## src/hdl/tcq_pkg.sv

```systemverilog
// constants for the touch event qualifier: register map, fields, resets
// assumes one 125 MHz core clock and a byte-wide register port
package tcq_pkg;
    localparam int         NCH              = 6;
    localparam int         DW               = 8;
    // register offsets
    localparam logic [7:0] ADDR_IRQ_EN      = 8'h27;
    localparam logic [7:0] ADDR_RPT_EN      = 8'h28;
    localparam logic [7:0] ADDR_MT_CFG      = 8'h2a;
    localparam logic [7:0] ADDR_PAT_CFG     = 8'h2b;
    // reset values
    localparam logic [7:0] RST_IRQ_EN       = 8'h3f;
    localparam logic [7:0] RST_RPT_EN       = 8'h3f;
    localparam logic [7:0] RST_MT_CFG       = 8'h80;
    localparam logic [7:0] RST_PAT_CFG      = 8'h00;
    // writable bit masks, other bits read as zero
    localparam logic [7:0] MASK_CHAN        = 8'h3f;
    localparam logic [7:0] MASK_MT_CFG      = 8'h8c;
    localparam logic [7:0] MASK_PAT_CFG     = 8'h8f;
    // field positions
    localparam int         MT_BLOCK_EN_BIT  = 7;
    localparam int         MT_LIMIT_LSB     = 2;
    localparam int         PAT_EN_BIT       = 7;
    localparam int         PAT_TH_LSB       = 2;
    localparam int         PAT_MODE_BIT     = 1;
    localparam int         PAT_IRQ_EN_BIT   = 0;
    // threshold fraction codes
    localparam logic [1:0] PTH_12P5         = 2'h0;
    localparam logic [1:0] PTH_25           = 2'h1;
    localparam logic [1:0] PTH_37P5         = 2'h2;
    localparam logic [1:0] PTH_100          = 2'h3;
    // timing: nanoseconds per clock at 125 MHz
    localparam int         CLK_PERIOD_NS    = 8;
endpackage : tcq_pkg

```

## src/hdl/tcq_chan.sv

```systemverilog
// one input's event generator: press, release and hold-repeat pulses
// assumes touch_in is the qualified (unblocked) touch state, one bit
`timescale 1ns/1ps
module tcq_chan (
    input  wire logic core_clk,
    input  wire logic nrst,
    input  wire logic touch_in,
    input  wire logic repeat_tick,
    input  wire logic per_channel_repeat_enable,
    input  wire logic release_report_enable,
    output logic      event_pulse
);
    logic prev_r;
    logic evt_nxt;

    ////////////////////////////////////////////////////////////////////////
    // release reported the same way whatever the repeat setting
    always_comb
    begin
        evt_nxt = (touch_in & ~prev_r)
                | (~touch_in & prev_r & release_report_enable)
                | (touch_in & prev_r & repeat_tick & per_channel_repeat_enable);
    end

    always_ff @(posedge core_clk)
    begin
        if (!nrst)
        begin
            prev_r      <= 1'b0;
            event_pulse <= 1'b0;
        end
        else
        begin
            prev_r      <= touch_in;
            event_pulse <= evt_nxt;
        end
    end

    ////////////////////////////////////////////////////////////////////////
    property p_hold_repeat;
        @(posedge core_clk) disable iff (!nrst)
        (touch_in && prev_r && repeat_tick && per_channel_repeat_enable) |=> event_pulse;
    endproperty
    a_hold_repeat: assert property (p_hold_repeat) else $error("no repeat while held");

    property p_no_repeat;
        @(posedge core_clk) disable iff (!nrst)
        (touch_in && prev_r && !per_channel_repeat_enable) |=> !event_pulse;
    endproperty
    a_no_repeat: assert property (p_no_repeat) else $error("repeat with repeat off");
endmodule : tcq_chan

```

## src/hdl/tcq_top.sv

```systemverilog
// touch event qualifier: blocking, pattern detect, interrupt gating
// assumes sensing front end gives per-cycle results on a cycle strobe and
// the two-wire bus front end gives a byte register port
`timescale 1ns/1ps
// Functional notes
// - six per-input irq enables gate touch interrupts; reset to all ones.
// - repeat off: interrupt on touch and, if enabled, release only.
// - repeat on, short touch: interrupt on touch and on enabled release.
// - repeat on, held touch: interrupt on touch then at every repeat tick.
// - bit 7 enables multi-touch blocking, on at reset; off never blocks.
// - blocking keeps accepted inputs, blocks the rest until one releases.
// - after a release, reselect touches in order input 1 to 6.
// - bits 3:2 limit touches to 1, 2, 3 or 4; reset selects 1.
// - touches over the limit are blocked and set the many-touch flag.
// - bits 3:2 choose pattern threshold 12.5, 25, 37.5 or 100 percent.
// - pattern threshold from own threshold active, standby threshold in standby.
// - count mode: hits at least number of ones in pattern.
// - pattern mode: every selected input hits.
// - pattern event blocks touch reporting on all inputs.
// - blocking lasts while condition holds, then detection resumes.
// - pattern flag clears only by host clear once condition gone.
// - bit 7 enables pattern detection, off at reset.
// - bit 0 gates pattern interrupt; flag sets regardless.
// - pattern evaluated over one sensing cycle's results.
module tcq_top (
    input  wire logic        core_clk,
    input  wire logic        nrst,
    input  wire logic        reg_wr,
    input  wire logic        reg_rd,
    input  wire logic [7:0]  reg_addr,
    input  wire logic [7:0]  reg_wdata,
    output logic      [7:0]  reg_rdata,
    input  wire logic        cycle_done,
    input  wire logic [5:0]  touch_detect,
    input  wire logic [5:0]  noise_flag,
    input  wire logic [47:0] delta_count,
    input  wire logic [47:0] touch_threshold,
    input  wire logic [7:0]  standby_threshold,
    input  wire logic [5:0]  standby_select,
    input  wire logic [5:0]  pattern_mask,
    input  wire logic        repeat_tick,
    input  wire logic        release_report_enable,
    input  wire logic        int_clear,
    output logic      [5:0]  touch_status,
    output logic             many_touch_flag,
    output logic             pattern_event_flag,
    output logic             irq_pending,
    output logic             alert_n
);
    logic [7:0] irq_en_r;
    logic [7:0] rpt_en_r;
    logic [7:0] mt_cfg_r;
    logic [7:0] pat_cfg_r;
    logic       pat_active_r;
    logic [5:0] accepted_r;
    logic [5:0] status_nxt;
    logic [5:0] accepted_nxt;
    logic [5:0] hit;
    logic       pat_cond;
    logic       over_limit;
    logic [5:0] chan_evt;
    logic [2:0] limit;
    logic       touch_block_enable;
    logic [1:0] pattern_threshold_select;
    logic       pattern_compare_mode;
    logic       pattern_detect_enable;
    logic       pattern_irq_enable;
    logic       set_pend;

    function automatic logic [2:0] pop6(input logic [5:0] v);
        logic [2:0] n;
        n = 3'h0;
        for (int i = 0; i < 6; i++)
            n = n + {2'h0, v[i]};
        return n;
    endfunction : pop6

    assign touch_block_enable       = mt_cfg_r[tcq_pkg::MT_BLOCK_EN_BIT];
    assign limit                    = {1'b0, mt_cfg_r[tcq_pkg::MT_LIMIT_LSB +: 2]} + 3'h1;
    assign pattern_detect_enable    = pat_cfg_r[tcq_pkg::PAT_EN_BIT];
    assign pattern_threshold_select = pat_cfg_r[tcq_pkg::PAT_TH_LSB +: 2];
    assign pattern_compare_mode     = pat_cfg_r[tcq_pkg::PAT_MODE_BIT];
    assign pattern_irq_enable       = pat_cfg_r[tcq_pkg::PAT_IRQ_EN_BIT];

    ////////////////////////////////////////////////////////////////////////
    // register port, reserved bits masked so they read as zero
    always_ff @(posedge core_clk)
    begin
        if (!nrst)
        begin
            irq_en_r  <= tcq_pkg::RST_IRQ_EN;
            rpt_en_r  <= tcq_pkg::RST_RPT_EN;
            mt_cfg_r  <= tcq_pkg::RST_MT_CFG;
            pat_cfg_r <= tcq_pkg::RST_PAT_CFG;
        end
        else if (reg_wr)
        begin
            case (reg_addr)
                tcq_pkg::ADDR_IRQ_EN:  irq_en_r  <= reg_wdata & tcq_pkg::MASK_CHAN;
                tcq_pkg::ADDR_RPT_EN:  rpt_en_r  <= reg_wdata & tcq_pkg::MASK_CHAN;
                tcq_pkg::ADDR_MT_CFG:  mt_cfg_r  <= reg_wdata & tcq_pkg::MASK_MT_CFG;
                tcq_pkg::ADDR_PAT_CFG: pat_cfg_r <= reg_wdata & tcq_pkg::MASK_PAT_CFG;
                default: ;
            endcase
        end
    end

    always_ff @(posedge core_clk)
    begin
        if (!nrst)
            reg_rdata <= 8'h00;
        else if (reg_rd)
        begin
            case (reg_addr)
                tcq_pkg::ADDR_IRQ_EN:  reg_rdata <= irq_en_r;
                tcq_pkg::ADDR_RPT_EN:  reg_rdata <= rpt_en_r;
                tcq_pkg::ADDR_MT_CFG:  reg_rdata <= mt_cfg_r;
                tcq_pkg::ADDR_PAT_CFG: reg_rdata <= pat_cfg_r;
                default:               reg_rdata <= 8'h00;
            endcase
        end
    end

    ////////////////////////////////////////////////////////////////////////
    // pattern hit per input; 37.5 percent is a quarter plus an eighth
    always_comb
    begin
        logic [7:0] th;
        logic [7:0] pth;
        th  = 8'h00;
        pth = 8'h00;
        hit = 6'h00;
        for (int i = 0; i < 6; i++)
        begin
            th = standby_select[i] ? standby_threshold : touch_threshold[i*8 +: 8];
            case (pattern_threshold_select)
                tcq_pkg::PTH_12P5: pth = {3'h0, th[7:3]};
                tcq_pkg::PTH_25:   pth = {2'h0, th[7:2]};
                tcq_pkg::PTH_37P5: pth = {2'h0, th[7:2]} + {3'h0, th[7:3]};
                tcq_pkg::PTH_100:  pth = th;
                default:           pth = th;
            endcase
            hit[i] = (delta_count[i*8 +: 8] > pth) | noise_flag[i];
        end
    end

    always_comb
    begin
        if (!pattern_detect_enable)
            pat_cond = 1'b0;
        else if (pattern_compare_mode)
            pat_cond = ((hit & pattern_mask) == pattern_mask);
        else
            pat_cond = (pop6(hit) >= pop6(pattern_mask));
    end

    ////////////////////////////////////////////////////////////////////////
    // touch qualification; kept set cannot grow past the limit
    always_comb
    begin
        logic [5:0] base;
        logic [2:0] cnt;
        base = 6'h00;
        cnt  = 3'h0;
        over_limit = touch_block_enable && (pop6(touch_detect) > limit);
        if ((accepted_r & ~touch_detect) == 6'h00)
            base = accepted_r & touch_detect;
        cnt = pop6(base);
        for (int i = 0; i < 6; i++)
        begin
            if (touch_detect[i] && !base[i] && (cnt < limit))
            begin
                base[i] = 1'b1;
                cnt     = cnt + 3'h1;
            end
        end
        accepted_nxt = touch_block_enable ? base : 6'h00;
        if (pat_cond)
            status_nxt = 6'h00;
        else if (touch_block_enable)
            status_nxt = base;
        else
            status_nxt = touch_detect;
    end

    // results move only on the cycle strobe, so one sensing cycle is judged
    always_ff @(posedge core_clk)
    begin
        if (!nrst)
        begin
            touch_status <= 6'h00;
            accepted_r   <= 6'h00;
            pat_active_r <= 1'b0;
        end
        else if (cycle_done)
        begin
            touch_status <= status_nxt;
            accepted_r   <= accepted_nxt;
            pat_active_r <= pat_cond;
        end
    end

    ////////////////////////////////////////////////////////////////////////
    // per-input event units
    generate
        for (genvar g = 0; g < 6; g++)
        begin : g_chan
            tcq_chan u_chan (
                .core_clk                  (core_clk),
                .nrst                      (nrst),
                .touch_in                  (touch_status[g]),
                .repeat_tick               (repeat_tick),
                .per_channel_repeat_enable (rpt_en_r[g]),
                .release_report_enable     (release_report_enable),
                .event_pulse               (chan_evt[g])
            );
        end
    endgenerate

    ////////////////////////////////////////////////////////////////////////
    // flags: a set in the same cycle as a host clear wins
    assign set_pend = ((chan_evt & irq_en_r[5:0]) != 6'h00)
                    | (cycle_done & pat_cond & pattern_irq_enable);

    always_ff @(posedge core_clk)
    begin
        if (!nrst)
        begin
            many_touch_flag    <= 1'b0;
            pattern_event_flag <= 1'b0;
            irq_pending        <= 1'b0;
            alert_n            <= 1'b1;
        end
        else
        begin
            if (cycle_done && over_limit)
                many_touch_flag <= 1'b1;
            else if (int_clear)
                many_touch_flag <= 1'b0;
            if (cycle_done && pat_cond)
                pattern_event_flag <= 1'b1;
            else if (int_clear && !pat_active_r && !(cycle_done && pat_cond))
                pattern_event_flag <= 1'b0;
            if (set_pend)
                irq_pending <= 1'b1;
            else if (int_clear)
                irq_pending <= 1'b0;
            alert_n <= ~irq_pending;
        end
    end

    ////////////////////////////////////////////////////////////////////////
    property p_reset_vals;
        @(posedge core_clk) !nrst |=> (irq_en_r == tcq_pkg::RST_IRQ_EN)
            && (mt_cfg_r == tcq_pkg::RST_MT_CFG) && (pat_cfg_r == tcq_pkg::RST_PAT_CFG);
    endproperty
    a_reset_vals: assert property (p_reset_vals) else $error("bad reset value");

    property p_no_block;
        @(posedge core_clk) disable iff (!nrst)
        (cycle_done && !touch_block_enable && !pat_cond) |=> touch_status == $past(touch_detect);
    endproperty
    a_no_block: assert property (p_no_block) else $error("blocked with blocking off");

    property p_limit;
        @(posedge core_clk) disable iff (!nrst)
        (cycle_done && touch_block_enable) |=> pop6(touch_status) <= $past(limit);
    endproperty
    a_limit: assert property (p_limit) else $error("touch limit exceeded");

    property p_many;
        @(posedge core_clk) disable iff (!nrst)
        (cycle_done && over_limit) |=> many_touch_flag;
    endproperty
    a_many: assert property (p_many) else $error("many-touch flag missing");

    property p_pat_block;
        @(posedge core_clk) disable iff (!nrst)
        (cycle_done && pat_cond) |=> (touch_status == 6'h00) && pattern_event_flag;
    endproperty
    a_pat_block: assert property (p_pat_block) else $error("pattern did not block");

    property p_pat_hold;
        @(posedge core_clk) disable iff (!nrst)
        (pattern_event_flag && !(int_clear && !pat_active_r)) |=> pattern_event_flag;
    endproperty
    a_pat_hold: assert property (p_pat_hold) else $error("pattern flag lost");

    property p_pat_off;
        @(posedge core_clk) disable iff (!nrst)
        (cycle_done && !pattern_detect_enable) |=> !pat_active_r;
    endproperty
    a_pat_off: assert property (p_pat_off) else $error("pattern with detect off");

    property p_alert;
        @(posedge core_clk) disable iff (!nrst)
        set_pend |=> ##1 !alert_n;
    endproperty
    a_alert: assert property (p_alert) else $error("alert not asserted");

    property p_alert_rel;
        @(posedge core_clk) disable iff (!nrst)
        (int_clear && !set_pend) |=> ##1 alert_n;
    endproperty
    a_alert_rel: assert property (p_alert_rel) else $error("alert not released");

    property p_only_touched;
        @(posedge core_clk) disable iff (!nrst)
        (cycle_done && touch_block_enable) |=> (touch_status & ~$past(touch_detect)) == 6'h00;
    endproperty
    a_only_touched: assert property (p_only_touched) else $error("input not touched");

    property p_many_hold;
        @(posedge core_clk) disable iff (!nrst)
        (many_touch_flag && !int_clear) |=> many_touch_flag;
    endproperty
    a_many_hold: assert property (p_many_hold) else $error("many-touch flag lost");

    property p_pend_hold;
        @(posedge core_clk) disable iff (!nrst)
        (irq_pending && !int_clear) |=> irq_pending;
    endproperty
    a_pend_hold: assert property (p_pend_hold) else $error("pending flag lost");

    // masked inputs must never raise pending on their own
    property p_irq_mask;
        @(posedge core_clk) disable iff (!nrst)
        (!cycle_done && !irq_pending && ((chan_evt & irq_en_r[5:0]) == 6'h00)) |=> !irq_pending;
    endproperty
    a_irq_mask: assert property (p_irq_mask) else $error("masked input raised irq");

    property p_pat_flag;
        @(posedge core_clk) disable iff (!nrst)
        (cycle_done && pat_cond && !pattern_irq_enable) |=> pattern_event_flag;
    endproperty
    a_pat_flag: assert property (p_pat_flag) else $error("pattern flag not set");

    c_reselect: cover property (@(posedge core_clk) disable iff (!nrst)
        cycle_done && touch_block_enable && ((accepted_r & ~touch_detect) != 6'h00));
    c_repeat:  cover property (@(posedge core_clk) disable iff (!nrst)
        repeat_tick && (chan_evt != 6'h00));
    c_pattern: cover property (@(posedge core_clk) disable iff (!nrst) cycle_done && pat_cond);
    c_many:    cover property (@(posedge core_clk) disable iff (!nrst) cycle_done && over_limit);
    c_alert:   cover property (@(posedge core_clk) disable iff (!nrst) $fell(alert_n));
endmodule : tcq_top

```

## config.mk

```make
export PLATFORM = sky130hd
export DESIGN_NAME = tcq_top
export DESIGN_NICKNAME = d
export VERILOG_FILES = /design/src/hdl/tcq_pkg.sv /design/src/hdl/tcq_chan.sv /design/src/hdl/tcq_top.sv
export SDC_FILE = /design/constraint.sdc
export NUM_CORES = 1
export LEC_CHECK = 0
export BUFFER_PORTS_ARGS = -buffer_cell sky130_fd_sc_hd__buf_2
export CAP_MARGIN = 40
export CORE_MARGIN = 2
export CORE_UTILIZATION = 51
export CTS_CLUSTER_DIAMETER = 120
export DETAILED_ROUTE_END_ITERATION = 8
export PLACE_DENSITY = 0.8
export SETUP_SLACK_MARGIN = 0.5
export SLEW_MARGIN = 0
export SYNTH_ARGS = -nofsm -noshare
export SYNTH_HDL_FRONTEND = slang
export SYNTH_SLANG_ARGS = --single-unit
```

## constraint.sdc

```tcl
create_clock -name core_clk -period 9.1 [get_ports core_clk]
set_clock_uncertainty 0.05 [all_clocks]
set_input_delay 0.455 -clock core_clk [delete_from_list [all_inputs] [get_ports core_clk]]
set_output_delay 0.455 -clock core_clk [all_outputs]
set_load 0.005 [all_outputs]
```

# --- After elaboration in Yosys (flattened, before gate mapping) ---
# Index checks and enable logic that the tools add are counted.
classes:
  muxes: 35
  reduce_logical: 35
  bitwise: 75
  eq_ne: 8
  n_addsub: 32
  magnitude_cmp: 14
op_table:
  columns: ["cell", "n"]
  rows:
  - ["one-hot mux 8 bit (4 select lines)", 7]
  - ["greater-than comparator 8 bit", 6]
  - ["two-way mux 8 bit", 6]
  - ["adder 6 x 5 -> 7 bit", 6]
  - ["AND 1 bit", 38]
  - ["adder 3 x 1 -> 3 bit", 12]
  - ["== test 8 x 6 -> 1 bit, second input constant", 4]
  - ["AND 6 bit", 4]
  - ["two-way mux 6 bit", 4]
  - ["bitwise OR 1 bit", 19]
  - ["< comparator 3 bit", 6]
  - ["logical AND 1 bit", 17]
  - ["adder 3 x 1 -> 3 bit, second input constant", 5]
  - ["two-way mux 3 bit", 5]
  - ["two-way mux 1 bit", 13]
  - ["inverter 1 bit", 13]
  - ["adder 2 x 1 -> 3 bit", 4]
  - ["adder 1 x 1 -> 2 bit", 4]
  - ["logical NOT 1 bit", 8]
  - ["AND reduction 2 bit", 4]
  - ["== test 6 bit", 1]
  - ["logical NOT 6 bit", 1]
  - ["inverter 6 bit", 1]
  - ["nonzero test 2 bit", 3]
  - ["other kinds (7)", 8]
word_totals:
  word_cells: 223
  reg_bits: 57

# --- Longest topological paths before layout ---
# Gate-level depths: netlist of the first run.
depth:
  ltp_word: 29
  mapped_depth: 46
  ltp_nobuf: 46

# --- Cells and area by module ---
# Synthesis of the first run repeated with hierarchy kept, for this count alone.
unflattened:
  hier_cells: 955
  area_unflattened_um2: 7656.1
by_module_without_submodules:
  columns: ["mod", "cells_per_inst", "seq_area_each_um2", "n_inst", "area_per_inst_um2"]
  rows:
  - ["tcq_top", 913, 880.8, 1, 7250.7]
  - ["tcq_chan", 7, 40.0, 6, 67.6]

# --- Worst setup path after synthesis of the first run ---
# Ideal clock, no wire load.
synth_timing:
  path_kind: "input to register"
  start: "input port touch_detect[4]"
  end: "register touch_status[5]"
  slack_ps: -667
  n_path_buf: 0
  arrival_time_ps: 9646
  stages: 44
  setup_time_ps: 72
  path_cell_list: "or2b_2 -> o2111ai_4 -> nor2_1 -> nand3_1 -> fa_1 -> inv_1 -> fa_1 -> ha_1 -> fa_1 -> ha_1 -> o211a_4 -> nor3_4 -> o31a_2 -> nand2_1 -> xnor2_1 -> ha_1 -> nand2_1 -> nand3b_1 -> [... 8 more ...] -> nand2_1 -> nand4b_1 -> a31oi_1 -> o311ai_1 -> xnor2_1 -> ha_1 -> a211oi_1 -> nand2_1 -> a21oi_1 -> a21oi_1 -> mux2_4 -> ha_1 -> a21oi_1 -> a21oi_1 -> nor3_1 -> nand2_1 -> mux2_1 -> a2bb2oi_1"
synth_via:
  elab_chain_cells: 29
  word_cells_on_any_way: 47
  cone_classes: "add/sub: 10; order compare: 6; mux: 9; bitwise: 3; reduce/logical: 19"
synth_rtl:
  columns: ["element", "line", "source"]
  rows:
  - ["start, declared", "tcq_top.sv:34", "input wire logic [5:0] touch_detect,"]
  - ["inverter 6 bit", "tcq_top.sv:166", "if ((accepted_r & ~touch_detect) == 6'h00)"]
  - ["AND 6 bit", "tcq_top.sv:166", null]
  - ["logical NOT 6 bit", "tcq_top.sv:166", null]
  - ["two-way mux 6 bit", "tcq_top.sv:166", null]
  - ["adder 1 x 1 -> 2 bit", "tcq_top.sv:74", "n = n + {2'h0, v[i]};"]
  - ["adder 2 x 1 -> 3 bit", "tcq_top.sv:74", null]
  - ["adder 3 x 1 -> 3 bit (3 in series)", "tcq_top.sv:74", null]
  - ["< comparator 3 bit", "tcq_top.sv:171", "if (touch_detect[i] && !base[i] && (cnt < limit))"]
  - ["[... 11 more ...]", null, null]
  - ["< comparator 3 bit", "tcq_top.sv:171", null]
  - ["logical AND 1 bit", "tcq_top.sv:171", null]
  - ["two-way mux 3 bit", "tcq_top.sv:171", null]
  - ["< comparator 3 bit", "tcq_top.sv:171", null]
  - ["logical AND 1 bit", "tcq_top.sv:171", null]
  - ["two-way mux 1 bit *", "tcq_top.sv:171", null]
  - ["two-way mux 6 bit *", "tcq_top.sv:180", "else if (touch_block_enable)"]
  - ["two-way mux 6 bit *", "tcq_top.sv:178", "if (pat_cond)"]
  - ["end signal, assigned", "tcq_top.sv:197", "touch_status <= status_nxt;"]
  - ["end, declared", "tcq_top.sv:44", "output logic [5:0] touch_status,"]
# Mark *: on every way between the ends. The rest lies on a longest branch, timed or not.
# A chain may end at the register's enable or synchronous reset.

# --- Worst setup path in the final report of the first run ---
layout_timing:
  start: "register accepted_r[3]"
  end: "register accepted_r[5]"
layout_via:
  elab_chain_cells: 27
  word_cells_on_any_way: 45
  cone_classes: "add/sub: 10; order compare: 6; mux: 8; bitwise: 2; reduce/logical: 19"
layout_rtl:
  columns: ["element", "line", "source"]
  rows:
  - ["start, declared", "tcq_top.sv:55", "logic [5:0] accepted_r;"]
  - ["start signal, assigned", "tcq_top.sv:198", "accepted_r <= accepted_nxt;"]
  - ["AND 6 bit", "tcq_top.sv:166", null]
  - ["logical NOT 6 bit", "tcq_top.sv:166", null]
  - ["two-way mux 6 bit *", "tcq_top.sv:166", null]
  - ["adder 1 x 1 -> 2 bit", "tcq_top.sv:74", null]
  - ["adder 2 x 1 -> 3 bit", "tcq_top.sv:74", null]
  - ["adder 3 x 1 -> 3 bit (3 in series)", "tcq_top.sv:74", null]
  - ["< comparator 3 bit", "tcq_top.sv:171", null]
  - ["logical AND 1 bit", "tcq_top.sv:171", null]
  - ["[... 9 more ...]", null, null]
  - ["two-way mux 3 bit", "tcq_top.sv:171", null]
  - ["< comparator 3 bit", "tcq_top.sv:171", null]
  - ["logical AND 1 bit", "tcq_top.sv:171", null]
  - ["two-way mux 3 bit", "tcq_top.sv:171", null]
  - ["< comparator 3 bit", "tcq_top.sv:171", null]
  - ["logical AND 1 bit", "tcq_top.sv:171", null]
  - ["two-way mux 1 bit *", "tcq_top.sv:171", null]
  - ["two-way mux 6 bit *", "tcq_top.sv:177", "accepted_nxt = touch_block_enable ? base : 6'h00;"]
# Marks and branches as above.

==> results of run 1 <==
cell families after synthesis:
| group | synth area share [%] |
|---|---|
| AO/OA/AOI/OAI | 21.28 |
| XOR/XNOR | 3.317 |
| adder cells (fa/ha/maj) | 23.01 |
| buffers and inverters | 6.078 |
| flip-flops | 14.64 |
| multiplexers | 11.14 |
| other | 0.04897 |
| AND/OR/NAND/NOR | 20.49 |
area by class of cell:
class,instances,area share [%]
repair buffers,234,14.23
clock buffers,6,1.370
multi-input cells,790,67.05
diodes,2,0.05318
flip-flops and latches,56,11.97
well taps,184,2.446
clock inverters,2,0.1728
inverters,68,2.712
power breakdown:
group	internal (W)	total [W]	leakage (nW)	switching, W
Sequential	0.000278	0.000301	0.457	0.0000224
Combinational	0.00144	0.00274	4.08	0.00130
Clock	0.000103	0.000191	0.0671	0.0000881
metrics by stage:
stage	util [%]	cells
after detailed placement	61.60	1311
after global placement	61.60	1311
after CTS	63.65	1331
final	64.50	1342
after floorplan	-	961
after global routing	64.50	1342
worst max-delay path by stage:
stage	endpoint	slack, ns	cells after the start	start
4_1_cts	touch_status[5]	0.05	44	accepted_r[0]
6_report	accepted_r[5]	-0.04	44	accepted_r[3]
5_1_grt	accepted_r[5]	-0.42	46	accepted_r[3]
3_3_place_gp	touch_status[5]	0.001	44	touch_detect[4]
2_1_floorplan	touch_status[5]	0.03	43	touch_detect[0]
3_5_place_dp	touch_status[5]	-0.34	44	touch_detect[4]
synthesized netlist by cell type (all sizes together) (16+ instances only):
master  number
nand3       37
nor2        89
ha         112
inv         67
a21o        26
clkbuf      37
nor3        16
a21oi       75
mux2        39
dfxtp       56
fa          18
nor2b       30
nand2       95
mux2i       26
o21ai       22
xnor2       22
a31oi       16
what timing repair did:
| item | CTS | global route |
|---|---|---|
| setup buffers | 12 | 9 |
| resized for setup | 14 | 10 |
| pin swaps | 19 | 14 |
| setup endpoints to repair | 2 | 4 |
metal layers:
layer | vias to the layer above | global-route usage (%) | part of all wire [%] | wire length (um)
li1 | 3827 | - | - | -
met1 | 3592 | 32.49 | 41 | 8772
met2 | 306 | 45.42 | 48 | 10420
met3 | 58 | 3.838 | 7.6 | 1649
met4 | 4 | 8.080 | 3.4 | 737
met5 | - | 0 | 0.11 | 24
state kept, by name (all words and copies together) (netlist names), 3 cells and up:
| name | flops |
|---|---|
| accepted_r | 6 |
| g_chan.u_chan.event_pulse | 6 |
| g_chan.u_chan.prev_r | 6 |
| irq_en_r | 6 |
| mt_cfg_r | 3 |
| pat_cfg_r | 5 |
| reg_rdata | 7 |
| rpt_en_r | 6 |
| touch_status | 6 |
worst max-delay path: cells and delay by family (launching register included):
family	cells	cell delay, ns
compound gates	13	2.18
xor+xnor	2	0.30
fa+ha+maj	10	3.15
buf+inv	1	0.05
flops	1	0.33
mux	4	1.28
simple gates	14	1.73
==> out/metrics.yaml, run 1 <==
timing.critical_path.to_type: "flip-flop"
end_of_the_worst_hold_path: "mt_cfg_r[7]"
postSynth.asyncResetShare_pct: 0
run_status: "complete, but fails checks"
maxSlewHeadroom_pct: 46.19
clk_latency_ns: 0.29
design.portCount: 170
timing.hold.worst_path_depth: 3
wirelength_um: 21610
holdBufCountCts: 0
synth_enable_flop_cells: 0
synth_largest_type_area_fraction_pct: 18.30
ys.warnings.count: 0
reg2reg_end: "accepted_r[5]"
first_pass_iters: 5
max_freq_ghz: 0.1094
die-height_um: 126.5
setup_ws_ns: -0.03714
post_synth_inst_count: 961
standard_cell_area_after_detailed_placement_um2: 8986
yosysTopAreaCell: "ha_1"
accumulated_negative_setup_slack_ns: -0.06103
remaining_drc_errors: 0
top_library_cells_by_usage_in_the_layout_fill_and_taps_aside: "buf_2, ha_1, nand2_1"
total_power_w: 0.003231
syn-cell-area_um2: 7657
finalSetupViolCount: 2
grt_overflow: 0
timing_worst_slew_pin_value_ns: 0.8071
failed_checks: "setup timing"
cp_data_arrival_time_ns: 9.31
crit_top_cell: "nand2_2"
drtIter0Drc: 387
layout-drive-gt1-share_pct: 30.62
placement.setup.worst_slack_ns: -0.3399
syn_nets: 1243
critical_path.max_stage_delay_ns: 0.61
reg2regPathDepth: 44
final_common_cell: "buf_2"
regToRegStartpoint: "accepted_r[3]"
multi_input_area_um2: 6310
worstPathMaxFanout: 5
die_w_um: 126.5
setup.worst_path.start_class: "flip-flop"
clock-sinks: 56
routedWlPerCell_um: 16.10
placement_rows: 44
first_global_vias: 7426
global_placer_s_final_weighted_congestion: 0.9089
timing_hold_violations_final: 0
finalWorstPathRequiredPeriod_ns: 9.137
min_path_type: "primary input to flip-flop"
clockRootBuffer: "clkbuf_16"
antenna_found_initial: 4
worst_ir_drop_vdd_uv: 466.8
pwr_density_cell_nw_per_um2: 343.3
timing.hold.ws_ns: 0.3505
ys.flop_type: "dfxtp_1"
rsz0062_at_grt: "true"
grt_pass1_wl_um: 34560
drv_cap: 0
synth-seq-cells: 56
hold_path_startpoint: "reg_wdata[7]"
clk_path_buf_depth: 2
nNetsFinal: 1437
crit_type: "flip-flop to flip-flop"
clk_pin_slew_worst_paths_ns: 0.07
core_area_um2: 14590
netlist-cell-type-count: 73
worst-endpoint-required_ns: 9.28
final_area_um2: 9410
maxSlewViolCount: 0
avgSynthCellArea_um2: 7.968
route.antenna.remaining_nets: 0
final.period_utilization_pct: 100.4
routed-via-count: 7787
vias_per_cell: 5.803
tritoncts: "built"
yosysSeqAreaShare_pct: 14.64
h-tree-depth: 2
io_buffer_count: 167
rrSetupSlack_ns: -0.04
initial_utilization_pct: 52.49
synth_area_leaders: "ha_1, dfxtp_1, a21oi_1"
fillers: 1227
detailedPlacementHpwl_um: 17010
track_usage_pct: 25.81
static_leakage_nw: 4.601
die_area_um2: 16010
tritoncts.num_buffers: 5
crit_slowest_cell: "fa_2"
ff_latch_area_um2: 1126
grt_max_degree: 59
syn_to_final_growth_pct: 22.89
Power figures use the tool's default switching activity.
==> run 2, diff against run 1 <==
- SYNTH_HIERARCHICAL: default -> 1
==> out/metrics.yaml, run 2 <==
run_status: "completed"
timing_hold_violations_final: 0
yosysTopAreaCell: "ha_1"
timing_worst_slew_pin_value_ns: 0.8811
layout-drive-gt1-share_pct: 29.42
timing.critical_path.to_type: "flip-flop"
cp_data_arrival_time_ns: 8.92
die-height_um: 126.5
syn_nets: 1237
critical_path.max_stage_delay_ns: 0.53
vias_per_cell: 5.918
worstPathMaxFanout: 4
yosysSeqAreaShare_pct: 14.64
drv_cap: 0
final.period_utilization_pct: 96.57
grt_overflow: 0
maxSlewViolCount: 0
crit_type: "flip-flop to flip-flop"
remaining_drc_errors: 0
design.portCount: 170
rsz0062_at_grt: "true"
core_area_um2: 14590
ys.flop_type: "dfxtp_1"
track_usage_pct: 27.35
max_freq_ghz: 0.1138
ys.warnings.count: 6
post_synth_inst_count: 955
num_antenna_cells: 0
synth-seq-cells: 56
die_w_um: 126.5
holdBufCountCts: 0
static_leakage_nw: 4.578
setup_ws_ns: 0.3119
first_pass_iters: 5
finalSetupViolCount: 0
postSynth.asyncResetShare_pct: 0
clk_pin_slew_worst_paths_ns: 0.07
most_frequent_cells_after_synthesis: "ha_1, nand2_1, inv_1"
routedWlPerCell_um: 17.25
syn_to_final_growth_pct: 22.62
grt_pass1_wl_um: 35980
clk_latency_ns: 0.29
setup.worst_path.start_class: "flip-flop"
fin_util_pct: 64.35
maxSlewHeadroom_pct: 41.26
detailedPlacementHpwl_um: 17500
min_path_type: "primary input to flip-flop"
clockRootBuffer: "clkbuf_16"
accumulated_negative_setup_slack_ns: 0
timing.hold.ws_ns: 0.3609
synth.most_common_cell: "ha_1"
routed-via-count: 7847
synth_enable_flop_cells: 0
cp_top_family: "adder cells"
wirelength_um: 22870
final_common_cell: "buf_2"
die_area_um2: 16010
regMostFlops: "reg_rdata"
synth_area_leaders: "ha_1, dfxtp_1, mux2_2"
clk_path_buf_depth: 2
antenna_found_initial: 3
io_buffer_count: 167
pwr_density_cell_nw_per_um2: 280.1
synth_largest_type_area_fraction_pct: 18.30
largest_register_ff_count: 7
initial_utilization_pct: 52.48
top_library_cells_by_usage_in_the_layout_fill_and_taps_aside: "buf_2, ha_1, nand2_1"
worst_ir_drop_vdd_uv: 327.6
grt_max_degree: 60
first_global_vias: 7387
placement_rows: 44
total_power_w: 0.002630
finalWorstPathRequiredPeriod_ns: 8.788
tritoncts.num_buffers: 5
h-tree-depth: 2
placement.setup.worst_slack_ns: -0.2249
worst-endpoint-required_ns: 9.23
syn-cell-area_um2: 7656
tritoncts: "built"
avgSynthCellArea_um2: 8.017
global_placer_s_final_weighted_congestion: 0.9338
crit_slowest_cell: "fa_1"
clock-sinks: 56
netlist-cell-type-count: 73
path_buf_inv: 6
drtIter0Drc: 560
route.antenna.remaining_nets: 0
nNetsFinal: 1423
crit_top_cell: "buf_4"
[run 2: cell count changes after synthesis, sizes merged, moves of 9 or more]
cell   change
o21a      +10
a21oi     -12
nor2      -17
nand2     -12
inv        +9
[run 2: final cells by class]
cell class | count | area [um2]
clock buffer | 5 | 125.1
clock inverter | 3 | 22.52
fill | 1265 | 5201
inverter | 76 | 285.3
multi-input combinational | 781 | 6344
sequential | 56 | 1132
tap | 184 | 230.2
timing repair buffer | 221 | 1249
[run 2: kinds of logic (layout without fill, tap and decap cells)]
family	count (synthesis)	after routing	synth area share, %
AOI/OAI and AO/OA	237	237	21.44
other	1	1	0.04898
xor gates and xnor gates	29	29	3.514
adders and majority gates	130	130	23.01
buffers and inverters	118	305	5.932
and+or+nand+nor	310	310	20.13
muxes	74	74	11.28
DFF	56	56	14.64
[run 2: final timing paths]
| kind | from | to | slack (ns) | depth (start not counted) |
|---|---|---|---|---|
| max | accepted_r[4] | touch_status[5] | 0.31 | 43 |
| min | reg_wdata[4] | irq_en_r[4] | 0.36 | 3 |
| max reg2reg | accepted_r[4] | touch_status[5] | 0.31 | 43 |
| min reg2reg | irq_pending | alert_n | 0.38 | 1 |
[run 2: timing repair]
| action | CTS | global route |
|---|---|---|
| setup buffers | 25 | 6 |
| endpoints found under the setup margin | 2 | 2 |
| gates resized for setup | 13 | 21 |
| pin swaps | 13 | 16 |
[run 2: per-layer routing]
metal / routed length, um / track usage, % / vias to the layer above
li1: - / - / 3823
met1: 9431 / 35.04 / 3654
met2: 11340 / 48.66 / 313
met3: 1499 / 3.374 / 51
met4: 568 / 7.046 / 6
met5: 35 / 0 / -
[run 2: worst min-delay path, cell delays in order]
cell and delay (ns):
buf_2 0.08, nand3_1 0.05, nand3_1 0.08
[run 2: metrics by stage]
stage | instance area, um2 | cells
finish | 9388 | 1326
detailed placement | 8838 | 1287
global placement | 8838 | 1287
floorplan | 7760 | 955
CTS | 9230 | 1320
global route | 9388 | 1326
[run 2: where the power goes]
part | switching [W] | internal [W] | leakage (nW) | total (W)
clock | 0.0000927 | 0.000103 | 0.0742 | 0.000196
sequential | 0.0000238 | 0.000276 | 0.458 | 0.000300
combinational | 0.00102 | 0.00111 | 4.05 | 0.00213
